$ cat src/sleep_pkg.sv
// Constants for the sleep-mode clock and power manager
package sleep_pkg;
  localparam logic [2:0] SM_IDLE = 3'h0;
  localparam logic [2:0] SM_NOISE = 3'h1;
  localparam logic [2:0] SM_PWR_DOWN = 3'h2;
  localparam logic [2:0] SM_PWR_SAVE = 3'h3;
  localparam logic [2:0] SM_STANDBY = 3'h6;
  localparam logic [2:0] SM_EXT_STANDBY = 3'h7;
  localparam int CLK_PERIOD_NS = 10;
  localparam int FAST_WAKE_CYCLES = 6;
  localparam int OSC_START_US = 16;
  localparam int OSC_START_CYCLES = OSC_START_US * 1000 / CLK_PERIOD_NS;
  localparam int CORE_HALT_CYCLES = 4;
  localparam int REGISTER_ADDR_W = 2;
  localparam logic [1:0] REG_CTRL = 2'h0;
  localparam logic [1:0] REG_STATUS = 2'h1;
  localparam int CTRL_SCAN_DIS_BIT = 0;
  localparam int STAT_MODE_LSB = 0;
endpackage

$ cat src/sleep_ctrl.sv
// Sleep-mode clock gating, oscillator and analog power control
//
// How it works
// - Select 111 with crystal clock enters extended standby, main oscillator kept.
// - Wake from standby and extended standby in six clock cycles.
// - Standby encodings ignored unless a crystal or resonator is the clock.
// - Async domain, timer oscillator only when async clock select set; timer wake too, except in idle.
// - Outside idle, external wake only from line 2 or level on lines 0, 1.
// - Enabled converter stays on in sleep; re-enable forces extended conversion.
// - Comparator forced off in all modes except idle and noise reduction.
// - Comparator using internal reference keeps reference powered in every mode.
// - Brown-out fuse programmed keeps detector on in all modes.
// - Enabled watchdog keeps running in all modes.
// - Reference powered when brown-out, comparator or converter needs it.
// - Input buffers off when I/O and converter clocks stop, wake pins kept.
// - Debug fuse keeps main clock on in power-down and power-save.
// - Scan port off when disable bit written or scan fuse unprogrammed.
// - Scan data out undriven while enabled and not shifting.
// - Select decodes idle, noise, down, save, standby; 100 and 101 reserved.
// - Power-save with async clock: timer 2 events wake when enabled.
//
// Local design decisions: the plain strobed port and the register addresses.
`timescale 1ns/1ps
module sleep_ctrl #(
  parameter int OSC_START = sleep_pkg::OSC_START_CYCLES
) (
  input wire logic clk,
  input wire logic arst_n,
  input wire logic sleep_instr,
  input wire logic sleep_enable_bit,
  input wire logic [2:0] sleep_mode_select,
  input wire logic crystal_clock_sel,
  input wire logic async_timer_clock_select,
  input wire logic debug_enable_fuse,
  input wire logic scan_port_enable_fuse,
  input wire logic brownout_enable_fuse,
  input wire logic adc_enable,
  input wire logic acomp_enable,
  input wire logic acomp_uses_ref,
  input wire logic wdt_enable,
  input wire logic ext_irq_line_0,
  input wire logic ext_irq_line_1,
  input wire logic ext_irq_line_2,
  input wire logic irq01_level_mode,
  input wire logic two_wire_address_match,
  input wire logic timer2_irq,
  input wire logic spm_ready_irq,
  input wire logic adc_irq,
  input wire logic other_io_irq,
  input wire logic global_irq_enable,
  input wire logic tap_shifting,
  input wire logic tdo_data,
  input wire logic [1:0] reg_addr,
  input wire logic [7:0] reg_wdata,
  input wire logic reg_wr,
  input wire logic reg_rd,
  output logic [7:0] reg_rdata,
  output logic clk_cpu_en,
  output logic clk_flash_en,
  output logic clk_io_en,
  output logic clk_adc_en,
  output logic async_clock_domain,
  output logic main_osc_en,
  output logic timer_osc_en,
  output logic adc_power,
  output logic adc_extended_conv,
  output logic acomp_power,
  output logic vref_power,
  output logic bod_power,
  output logic wdt_run,
  output logic input_buf_en,
  output logic wake_pin_buf_en,
  output logic scan_port_en,
  output logic tdo_out,
  output logic tdo_oe,
  output logic core_wake,
  output logic sleeping
);

  typedef enum logic [3:0] {
    ST_RUN = 4'b0001,
    ST_SLEEP = 4'b0010,
    ST_START = 4'b0100,
    ST_HALT = 4'b1000
  } state_e;

  state_e state_q, state_d;
  logic [2:0] mode_q;
  logic scan_dis_q;
  logic adc_prev_q;
  logic ext_conv_q;
  logic [2:0] sy0_q, sy1_q;
  logic [31:0] cnt_q;

  // Wake pins cross two flip-flops first
  always_ff @(posedge clk or negedge arst_n) begin
    if (!arst_n) begin
      sy0_q <= 3'h0;
      sy1_q <= 3'h0;
    end else begin
      sy0_q <= {ext_irq_line_2, ext_irq_line_1, ext_irq_line_0};
      sy1_q <= sy0_q;
    end
  end

  wire is_standby = (sleep_mode_select == sleep_pkg::SM_STANDBY) ||
                    (sleep_mode_select == sleep_pkg::SM_EXT_STANDBY);
  wire sel_reserved = sleep_mode_select[2] && !sleep_mode_select[1];
  wire sel_ok = !sel_reserved && (!is_standby || crystal_clock_sel);
  wire enter = sleep_instr && sleep_enable_bit && sel_ok;

  wire in_sleep = (state_q == ST_SLEEP);
  wire m_idle = in_sleep && (mode_q == sleep_pkg::SM_IDLE);
  wire m_noise = in_sleep && (mode_q == sleep_pkg::SM_NOISE);
  wire m_down = in_sleep && (mode_q == sleep_pkg::SM_PWR_DOWN);
  wire m_save = in_sleep && (mode_q == sleep_pkg::SM_PWR_SAVE);
  wire m_stby = in_sleep && (mode_q == sleep_pkg::SM_STANDBY);
  wire m_xstby = in_sleep && (mode_q == sleep_pkg::SM_EXT_STANDBY);
  wire fast_mode = (mode_q == sleep_pkg::SM_STANDBY) ||
                   (mode_q == sleep_pkg::SM_EXT_STANDBY) ||
                   (mode_q == sleep_pkg::SM_IDLE) || (mode_q == sleep_pkg::SM_NOISE);
  wire async_ok = async_timer_clock_select;

  wire io_on = !in_sleep || m_idle;
  wire adc_clk_on = !in_sleep || m_idle || m_noise;
  wire asy_on = !in_sleep || ((m_idle || m_noise || m_save || m_xstby) && async_ok);
  wire main_on = !in_sleep || m_idle || m_noise || m_stby || m_xstby ||
                 ((m_down || m_save) && debug_enable_fuse);
  wire timer_on = asy_on;

  wire ext_level = (sy1_q[0] || sy1_q[1]) && irq01_level_mode;
  wire ext_wake = m_idle ? |sy1_q : (sy1_q[2] || ext_level);
  wire t2_wake = timer2_irq && global_irq_enable &&
                 (m_idle || ((m_noise || m_save || m_xstby) && async_ok));
  wire wake = ext_wake || two_wire_address_match || t2_wake ||
              ((m_idle || m_noise) && (spm_ready_irq || adc_irq)) ||
              (m_idle && other_io_irq);

  wire acomp_on = acomp_enable && (!in_sleep || m_idle || m_noise);
  wire ref_keep = acomp_enable && acomp_uses_ref;
  wire vref_on = brownout_enable_fuse || acomp_on || ref_keep || adc_enable;
  wire scan_on = scan_port_enable_fuse && !scan_dis_q;
  wire [31:0] start_len = fast_mode ? sleep_pkg::FAST_WAKE_CYCLES : OSC_START;

  always_comb begin
    state_d = state_q;
    case (state_q)
      ST_RUN: if (enter) state_d = ST_SLEEP;
      ST_SLEEP: if (wake) state_d = ST_START;
      ST_START: if (cnt_q + 32'h0000_0001 >= start_len) state_d = ST_RUN;
      ST_HALT: state_d = ST_RUN;
      default: state_d = ST_RUN;
    endcase
  end

  always_ff @(posedge clk or negedge arst_n) begin
    if (!arst_n) begin
      state_q <= ST_RUN;
      mode_q <= sleep_pkg::SM_IDLE;
      cnt_q <= 32'h0000_0000;
    end else begin
      state_q <= state_d;
      if (enter && state_q == ST_RUN) mode_q <= sleep_mode_select;
      cnt_q <= (state_q == ST_START) ? cnt_q + 32'h0000_0001 : 32'h0000_0000;
    end
  end

  // Converter off-to-on sets a pending extended conversion
  always_ff @(posedge clk or negedge arst_n) begin
    if (!arst_n) begin
      adc_prev_q <= 1'b0;
      ext_conv_q <= 1'b0;
    end else begin
      adc_prev_q <= adc_enable;
      if (adc_enable && !adc_prev_q) ext_conv_q <= 1'b1;
      else if (adc_irq) ext_conv_q <= 1'b0;
    end
  end

  wire sel_ctrl = (reg_addr == sleep_pkg::REG_CTRL);
  wire sel_stat = (reg_addr == sleep_pkg::REG_STATUS);
  wire [7:0] stat_word = {1'b0, scan_on, in_sleep, 2'h0, mode_q};
  wire [7:0] rd_mux = sel_ctrl ? {7'h00, scan_dis_q} : (sel_stat ? stat_word : 8'h00);

  always_ff @(posedge clk or negedge arst_n) begin
    if (!arst_n) begin
      scan_dis_q <= 1'b0;
      reg_rdata <= 8'h00;
    end else begin
      if (reg_wr && sel_ctrl) scan_dis_q <= reg_wdata[sleep_pkg::CTRL_SCAN_DIS_BIT];
      reg_rdata <= reg_rd ? rd_mux : 8'h00;
    end
  end

  // Core and program-memory clocks stop for the whole stay in sleep
  always_ff @(posedge clk or negedge arst_n) begin
    if (!arst_n) begin
      clk_cpu_en <= 1'b1;
      clk_flash_en <= 1'b1;
    end else begin
      clk_cpu_en <= (state_d == ST_RUN);
      clk_flash_en <= (state_d == ST_RUN);
    end
  end

  always_ff @(posedge clk or negedge arst_n) begin
    if (!arst_n) begin
      clk_io_en <= 1'b1;
      clk_adc_en <= 1'b1;
    end else begin
      clk_io_en <= io_on;
      clk_adc_en <= adc_clk_on;
    end
  end

  // Async domain and its oscillator only with the async clock selected
  always_ff @(posedge clk or negedge arst_n) begin
    if (!arst_n) begin
      async_clock_domain <= 1'b0;
      timer_osc_en <= 1'b0;
    end else begin
      async_clock_domain <= asy_on && async_ok;
      timer_osc_en <= timer_on && async_ok;
    end
  end

  always_ff @(posedge clk or negedge arst_n) begin
    if (!arst_n) begin
      main_osc_en <= 1'b1;
      adc_power <= 1'b0;
    end else begin
      main_osc_en <= main_on;
      adc_power <= adc_enable;
    end
  end

  // Comparator follows the mode; the reference is kept on apart
  always_ff @(posedge clk or negedge arst_n) begin
    if (!arst_n) begin
      adc_extended_conv <= 1'b0;
      acomp_power <= 1'b0;
    end else begin
      adc_extended_conv <= ext_conv_q;
      acomp_power <= acomp_on;
    end
  end

  always_ff @(posedge clk or negedge arst_n) begin
    if (!arst_n) begin
      vref_power <= 1'b0;
      bod_power <= 1'b0;
    end else begin
      vref_power <= vref_on;
      bod_power <= brownout_enable_fuse;
    end
  end

  always_ff @(posedge clk or negedge arst_n) begin
    if (!arst_n) begin
      wdt_run <= 1'b0;
      input_buf_en <= 1'b1;
    end else begin
      wdt_run <= wdt_enable;
      input_buf_en <= io_on || adc_clk_on;
    end
  end

  // Wake pins keep their buffers in every mode
  always_ff @(posedge clk or negedge arst_n) begin
    if (!arst_n) begin
      wake_pin_buf_en <= 1'b1;
      scan_port_en <= 1'b0;
    end else begin
      wake_pin_buf_en <= 1'b1;
      scan_port_en <= scan_on;
    end
  end

  // Scan data out driven only while shifting
  always_ff @(posedge clk or negedge arst_n) begin
    if (!arst_n) begin
      tdo_out <= 1'b0;
      tdo_oe <= 1'b0;
    end else begin
      tdo_out <= tdo_data;
      tdo_oe <= scan_on && tap_shifting;
    end
  end

  always_ff @(posedge clk or negedge arst_n) begin
    if (!arst_n) begin
      core_wake <= 1'b0;
      sleeping <= 1'b0;
    end else begin
      core_wake <= (state_q == ST_START) && (state_d == ST_RUN);
      sleeping <= (state_d == ST_SLEEP);
    end
  end

endmodule

$ cat config.mk
export PLATFORM = sky130hd
export DESIGN_NAME = sleep_ctrl
export DESIGN_NICKNAME = d
export VERILOG_FILES = /design/src/sleep_pkg.sv /design/src/sleep_ctrl.sv
export SDC_FILE = /design/constraint.sdc
export NUM_CORES = 1
export LEC_CHECK = 0
export BUFFER_PORTS_ARGS = -buffer_cell sky130_fd_sc_hd__buf_2
export CAP_MARGIN = 10
export CORE_MARGIN = 3
export CORE_UTILIZATION = 55
export DETAILED_ROUTE_END_ITERATION = 10
export PLACE_DENSITY = 0.88
export SYNTH_ARGS = -nofsm -noshare
export SYNTH_HDL_FRONTEND = slang
export SYNTH_SLANG_ARGS = --single-unit
$ cat constraint.sdc
create_clock -name clk -period 3.95 [get_ports clk]
set_clock_uncertainty 0.1 [all_clocks]
set_input_delay 0.395 -clock clk [delete_from_list [all_inputs] [get_ports clk]]
set_output_delay 0.395 -clock clk [all_outputs]
set_load 0.05 [all_outputs]
Word-level counts from Yosys, hierarchy flattened
Cells that the tools add are included.
{ "word_totals": {"input_bits": 40, "memories": 0, "out_inout_bits": 28, "latchBits": 0, "reg_bits": 71, "mem_bits_ro": 0, "wordCells": 118, "ramBits": 0} }
{ "op_classes": {"order_cmp": 1, "shifts": 0, "n_div": 0, "add_sub_neg": 1, "n_reduce_logical": 66, "n_mul": 0, "bitwise": 0, "muxes": 12, "n_eq_ne": 13} }
{ "ops": {"columns": ["operator", "count"], "rows": [
  ["adder 32 x 1 -> 32 bit, second input constant", 1],
  ["greater-or-equal comparator 32 x 11 -> 1 bit", 1],
  ["two-way mux 32 bit", 1],
  ["logical OR 1 bit", 29],
  ["logical AND 1 bit", 27],
  ["two-way mux 7 bit", 3],
  ["== test 3 bit, second input constant", 4],
  ["two-way mux 4 bit", 3],
  ["one-hot mux 4 bit (3 select lines)", 1],
  ["two-way mux 11 bit", 1],
  ["== test 4 x 1 -> 1 bit, second input constant", 2],
  ["== test 4 x 2 -> 1 bit, second input constant", 2],
  ["== test 3 x 2 -> 1 bit, second input constant", 2],
  ["logical NOT 1 bit", 6],
  ["== test 4 x 3 -> 1 bit, second input constant", 1],
  ["== test 3 x 1 -> 1 bit, second input constant", 1],
  ["logical NOT 3 bit", 1],
  ["two-way mux 1 bit", 3],
  ["OR reduction 3 bit", 1],
  ["== test 2 x 1 -> 1 bit, second input constant", 1],
  ["logical NOT 2 bit", 1],
  ["nonzero test 2 bit", 1]
]} }

Logic depth before layout (Yosys ltp)
{ "logic_depth": {"depth_word": 14, "ltp_mapped": 11, "mapped_depth_nobuf": 11} }

Worst setup path before layout
Ideal clock, no wire load.
{ "synth_path": {"path_type": "register -> register", "start": "register mode_q[1]", "end": "register core_wake", "n_path_buf": 1, "arrival_ps": 2706, "path_stages_with_launch": 11, "path_slack_ps": 1007, "required_ps": 3713, "setup_ps": 137, "period_less_slack_ps": 2943, "cell_sequence": "dfrtp_1 > clkbuf_1 > xnor2_1 > inv_1 > ha_1 > a21boi_0 > o41ai_4 > a211oi_1 > or4_4 > nor4_4 > a31oi_1"} }
{ "synth_between": {"elab_chain_cells": 14, "word_cells_on_any_way": 32, "cone_classes": "order compare (1); eq/ne (5); mux (5); reduce/logical (21)"} }
{ "synth_lines": {"columns": ["element", "line", "rtl"], "rows": [
  ["start: declaration", "sleep_ctrl.sv:88", "logic [2:0] mode_q;"],
  ["start signal: assignment", "sleep_ctrl.sv:159", "mode_q <= sleep_pkg::SM_IDLE;"],
  ["start signal: assignment", "sleep_ctrl.sv:163", "if (enter && state_q == ST_RUN) mode_q <= sleep_mode_select;"],
  ["parallel branches: the longest is 11 deep, another holds greater-or-equal comparator 32 x 11 -> 1 bit", null, null],
  ["one-hot mux 4 bit (3 select lines) *", "sleep_ctrl.sv:147", "case (state_q)"],
  ["== test 4 x 1 -> 1 bit *", "sleep_ctrl.sv:295", "core_wake <= (state_q == ST_START) && (state_d == ST_RUN);"],
  ["logical AND 1 bit *", "sleep_ctrl.sv:295", null],
  ["end signal: assignment", "sleep_ctrl.sv:295", null],
  ["end: declaration", "sleep_ctrl.sv:76", "output logic core_wake,"]
]} }
Every way passes the cells marked *.
A chain may end at the register's enable or synchronous reset.

Worst setup path after layout
Same ends and word-level chain as after synthesis.

==> results.rst <==
.. list-table::
   :header-rows: 1

   * - Metric
     - Value
   * - Latest clock arrival within the worst-skew pair
     - 0.35 ns
   * - Critical path's top delay family
     - simple AND/OR/NAND/NOR gates
   * - Drt initial violations
     - 103
   * - Signed area change from the synthesized netlist to the final layout
     - 14.82%
   * - Total design power
     - 1.499 mW
   * - Core ar.
     - 5991 sq um
   * - Iteration count of the initial detailed-routing pass
     - 5
   * - Pin count of the biggest net entering global routing
     - 36
   * - Initial antenna violation count
     - 0
   * - Final Net Count
     - 424
   * - Die extent in y
     - 85.14 um
   * - Yosys top cell area share
     - 0.4577
   * - Cell taking the most area after synthesis
     - dfrtp_1
   * - Post-route design area
     - 3955 sq um
   * - Post-synth EDFFs
     - 0
   * - Die footprint
     - 7249 sq um
   * - Period Utilization, post-route
     - 0.8292
   * - Worst-margin pin slew
     - 1.009 ns
   * - Post-detailed-route wirelength per cell
     - 15.46 um
   * - Worst hold path type
     - input port to async pin
   * - Post-cts sizing count
     - 0
   * - Number of non-filler instances in the completed layout
     - 458
   * - Placed Cells incl. Taps
     - 442
   * - Final-layout fill cell count
     - 463
   * - Slew Limit Headroom
     - 0.3257
   * - Number of different library cells in the post-synthesis netlist
     - 58
   * - Startpoint of the lowest-slack register-to-register path
     - mode_q[1]
   * - Total inserted antenna cells
     - 0
   * - Vias per cell
     - 5.672
   * - Seq/Total Area, Yosys
     - 0.4958
   * - Share of final-layout standard cells stronger than drive strength 1
     - 0.2689
   * - Routed wire length
     - 7082 um
   * - Proportion of synthesized flip-flops having asynchronous set or reset
     - 1.000
   * - P_leak
     - 1.842 nW
   * - Status
     - finished clean
   * - Synthesized area per cell
     - 10.70 sq um
   * - Cell-by-cell listing of the critical path
     - xnor2_1 > inv_1 > ha_1 > a21boi_0 > o41ai_4 > a211oi_1 > or4_4 > nor4_4 > a31oi_1
   * - CTS root buffer
     - clkbuf_8
   * - Number of post-CTS setup repair buffers
     - 0
   * - Category of the most critical setup path
     - flop to flop
   * - Remaining Overflow, GRT
     - 0
   * - Sum of negative setup slack
     - 0 ns
   * - H-tree level count
     - 3
   * - Number of I/O port buffers
     - 56
   * - Maxcap violations
     - 0
   * - Critical path's largest stage delay
     - 0.56 ns
   * - Number of CTS-inserted buffers
     - 9
   * - Final number of max-transition violations
     - 0
   * - Cells on worst reg2reg path
     - 9
   * - Maximum achievable frequency
     - 0.3053 GHz
   * - Clock tree from TritonCTS
     - done
   * - Terminus of the critical flop-to-flop path
     - core_wake
   * - Kind of capture point of the worst setup path
     - flop
   * - Hold_buf cts
     - 0
   * - Clk pin slew, worst setup/hold paths
     - 0.07 ns
   * - Synth top area cells
     - dfrtp_1 (46%), xor2_1 (4.6%), nor2_1 (4.0%)
   * - Synthesized instance count
     - 322
   * - Power per Cell Area
     - 379.0 nW/um^2
   * - Maximum resistive drop on vdd
     - 0.2571 mV
   * - Maximum fanout along the worst path
     - 9
   * - Vias after detailed routing
     - 2598
   * - Global-route wire length before repair
     - 11530 um
   * - Required time at the endpoint of the critical path
     - 4.06 ns
   * - Worst setup SP type
     - flop
   * - Crit path time final
     - 3.275 ns
   * - Num rows
     - 28
   * - Clk sinks
     - 68
   * - Yosys reg bits
     - 68
   * - Crit path buffers/inverters
     - 1
   * - Data arrival time at the worst-slack endpoint
     - 3.38 ns
   * - Count of warnings emitted by yosys
     - 0
   * - Worst path slowest cell
     - or4_4
   * - Number of buffers between clock root and the deepest sink
     - 2
   * - Final setup violation count
     - 0
   * - Most common flop cell mapped by yosys
     - dfrtp_1
   * - GRT Overall Usage
     - 0.2038
   * - Estimated wirelength of the detail-placed design
     - 5059 um
   * - Die X
     - 85.14 um
   * - Unrepaired setup endpoints after global routing
     - no
   * - Remaining DRCs
     - 0
   * - Initial core utilization
     - 0.5750
   * - Post-synthesis cell area
     - 3445 sq um
   * - Number of antenna-violating nets in the routed design
     - 0
   * - Vias in the first global route
     - 2493
   * - Placement Cell Area
     - 3764 sq um
   * - Number of I/O pins
     - 68
   * - Weighted congestion at the end of routability-driven global placement
     - 0.8061
   * - Reg2reg setup slack
     - 0.67 ns
   * - Final Hold Violating Endpoints
     - 0
-- synthesized netlist by cell type, types with 3 or more instances --
master	n
dfrtp_1	63
nor2_1	37
nand2_1	20
xor2_1	18
nand3_1	17
and2_1	12
and3_1	12
xnor2_1	11
buf_4	8
clkbuf_1	7
nor3_1	7
o21ai_0	7
a21oi_1	6
ha_1	6
inv_1	6
nand4_1	6
dfstp_2	5
mux2_2	5
nand2b_1	5
a211oi_1	4
and4b_1	4
nor2b_1	4
nor4_4	4
nor4b_1	4
o31ai_1	3
-- metrics by stage --
stage          hold slack (ns)  worst slack (ns)    util
6_report             0.0009666            0.6745  0.6602
5_1_grt                0.03523            0.4792  0.6602
4_1_cts                0.03013            0.6758  0.6602
3_5_place_dp            0.2372            0.6960  0.6282
3_3_place_gp            0.2327            0.7894  0.6282
2_1_floorplan       -0.0005911             1.007       -
-- power by group --
group | switching [mW] | leakage (nW) | internal [mW]
Clock | 0.268 | 0.0927 | 0.291
Combinational | 0.122 | 0.866 | 0.0740
Sequential | 0.0230 | 0.883 | 0.721
-- worst max-delay path by stage --
stage,start,end,slack (ns),cells after the start
floorplan,mode_q[1],core_wake,1.01,10
global placement,cnt_q[0],core_wake,0.79,11
detailed placement,mode_q[1],core_wake,0.70,9
CTS,mode_q[1],core_wake,0.68,9
global route,cnt_q[0],core_wake,0.48,10
finish,mode_q[1],core_wake,0.67,9
-- layer usage --
| metal | share of wire | global-route usage | up-vias | wire length [um] |
|---|---|---|---|---|
| met1 | 0.42 | 0.2479 | 1280 | 3005 |
| met3 | 0.063 | 0.05728 | 10 | 444 |
| met5 | 0 | 0 | - | 0 |
| li1 | - | - | 1234 | - |
| met4 | 0.016 | 0.09353 | 0 | 110 |
| met2 | 0.50 | 0.3362 | 74 | 3522 |
-- state kept, by name, summed over array words and instances (netlist names), 3 cells and up --
| signal | flops |
|---|---|
| cnt_q | 32 |
| reg_rdata | 5 |
| state_q | 4 |
| mode_q | 3 |
| sy0_q | 3 |
| sy1_q | 3 |
-- layout make-up --
| cell class | instances | area, sq um | share of cell area |
|---|---|---|---|
| Inverter | 6 | 22.52 | 0.005694 |
| Multi-Input combinational cell | 234 | 1637 | 0.4138 |
| Tap cell | 75 | 93.84 | 0.02373 |
| Timing Repair Buffer | 59 | 302.8 | 0.07656 |
| Sequential cell | 68 | 1708 | 0.4318 |
| Clock buffer | 10 | 127.6 | 0.03227 |
| Clock inverter | 6 | 63.81 | 0.01613 |
-- kinds of logic (layout without fill, tap and decap cells) --
family / after synthesis / in the layout / synth area share
simple gates: 150 / 150 / 0.2692
flops: 68 / 68 / 0.4958
compound gates: 37 / 37 / 0.07956
xor+xnor: 29 / 29 / 0.07374
buf+inv: 23 / 81 / 0.03414
mux: 7 / 7 / 0.02361
fa+ha+maj: 6 / 6 / 0.02179
other cells: 2 / 5 / 0.002180
-- layout by cell type, fill, tap and decap left out, types with 3 or more instances in the layout --
master    netlist  final
nor2b_1         4      4
a211oi_1        4      4
buf_4           8      3
and3_1         12     12
xor2_1         18     18
xnor2_1        11     11
buf_2           0     56
and2_1         12     12
dfstp_2         5      5
nor3_1          7      7
a21oi_1         6      6
conb_1          2      5
o31ai_1         3      3
nand3_1        17     17
nor2_1         37     37
nor4_4          4      4
clkbuf_8        0      9
nand4_1         6      6
ha_1            6      6
nand2_1        20     20
inv_1           6      6
nor4b_1         4      3
and4b_1         4      4
mux2_2          5      5
o21ai_0         7      7
dfrtp_1        63     63
nand2b_1        5      5
Power figures use the tool's default switching activity.
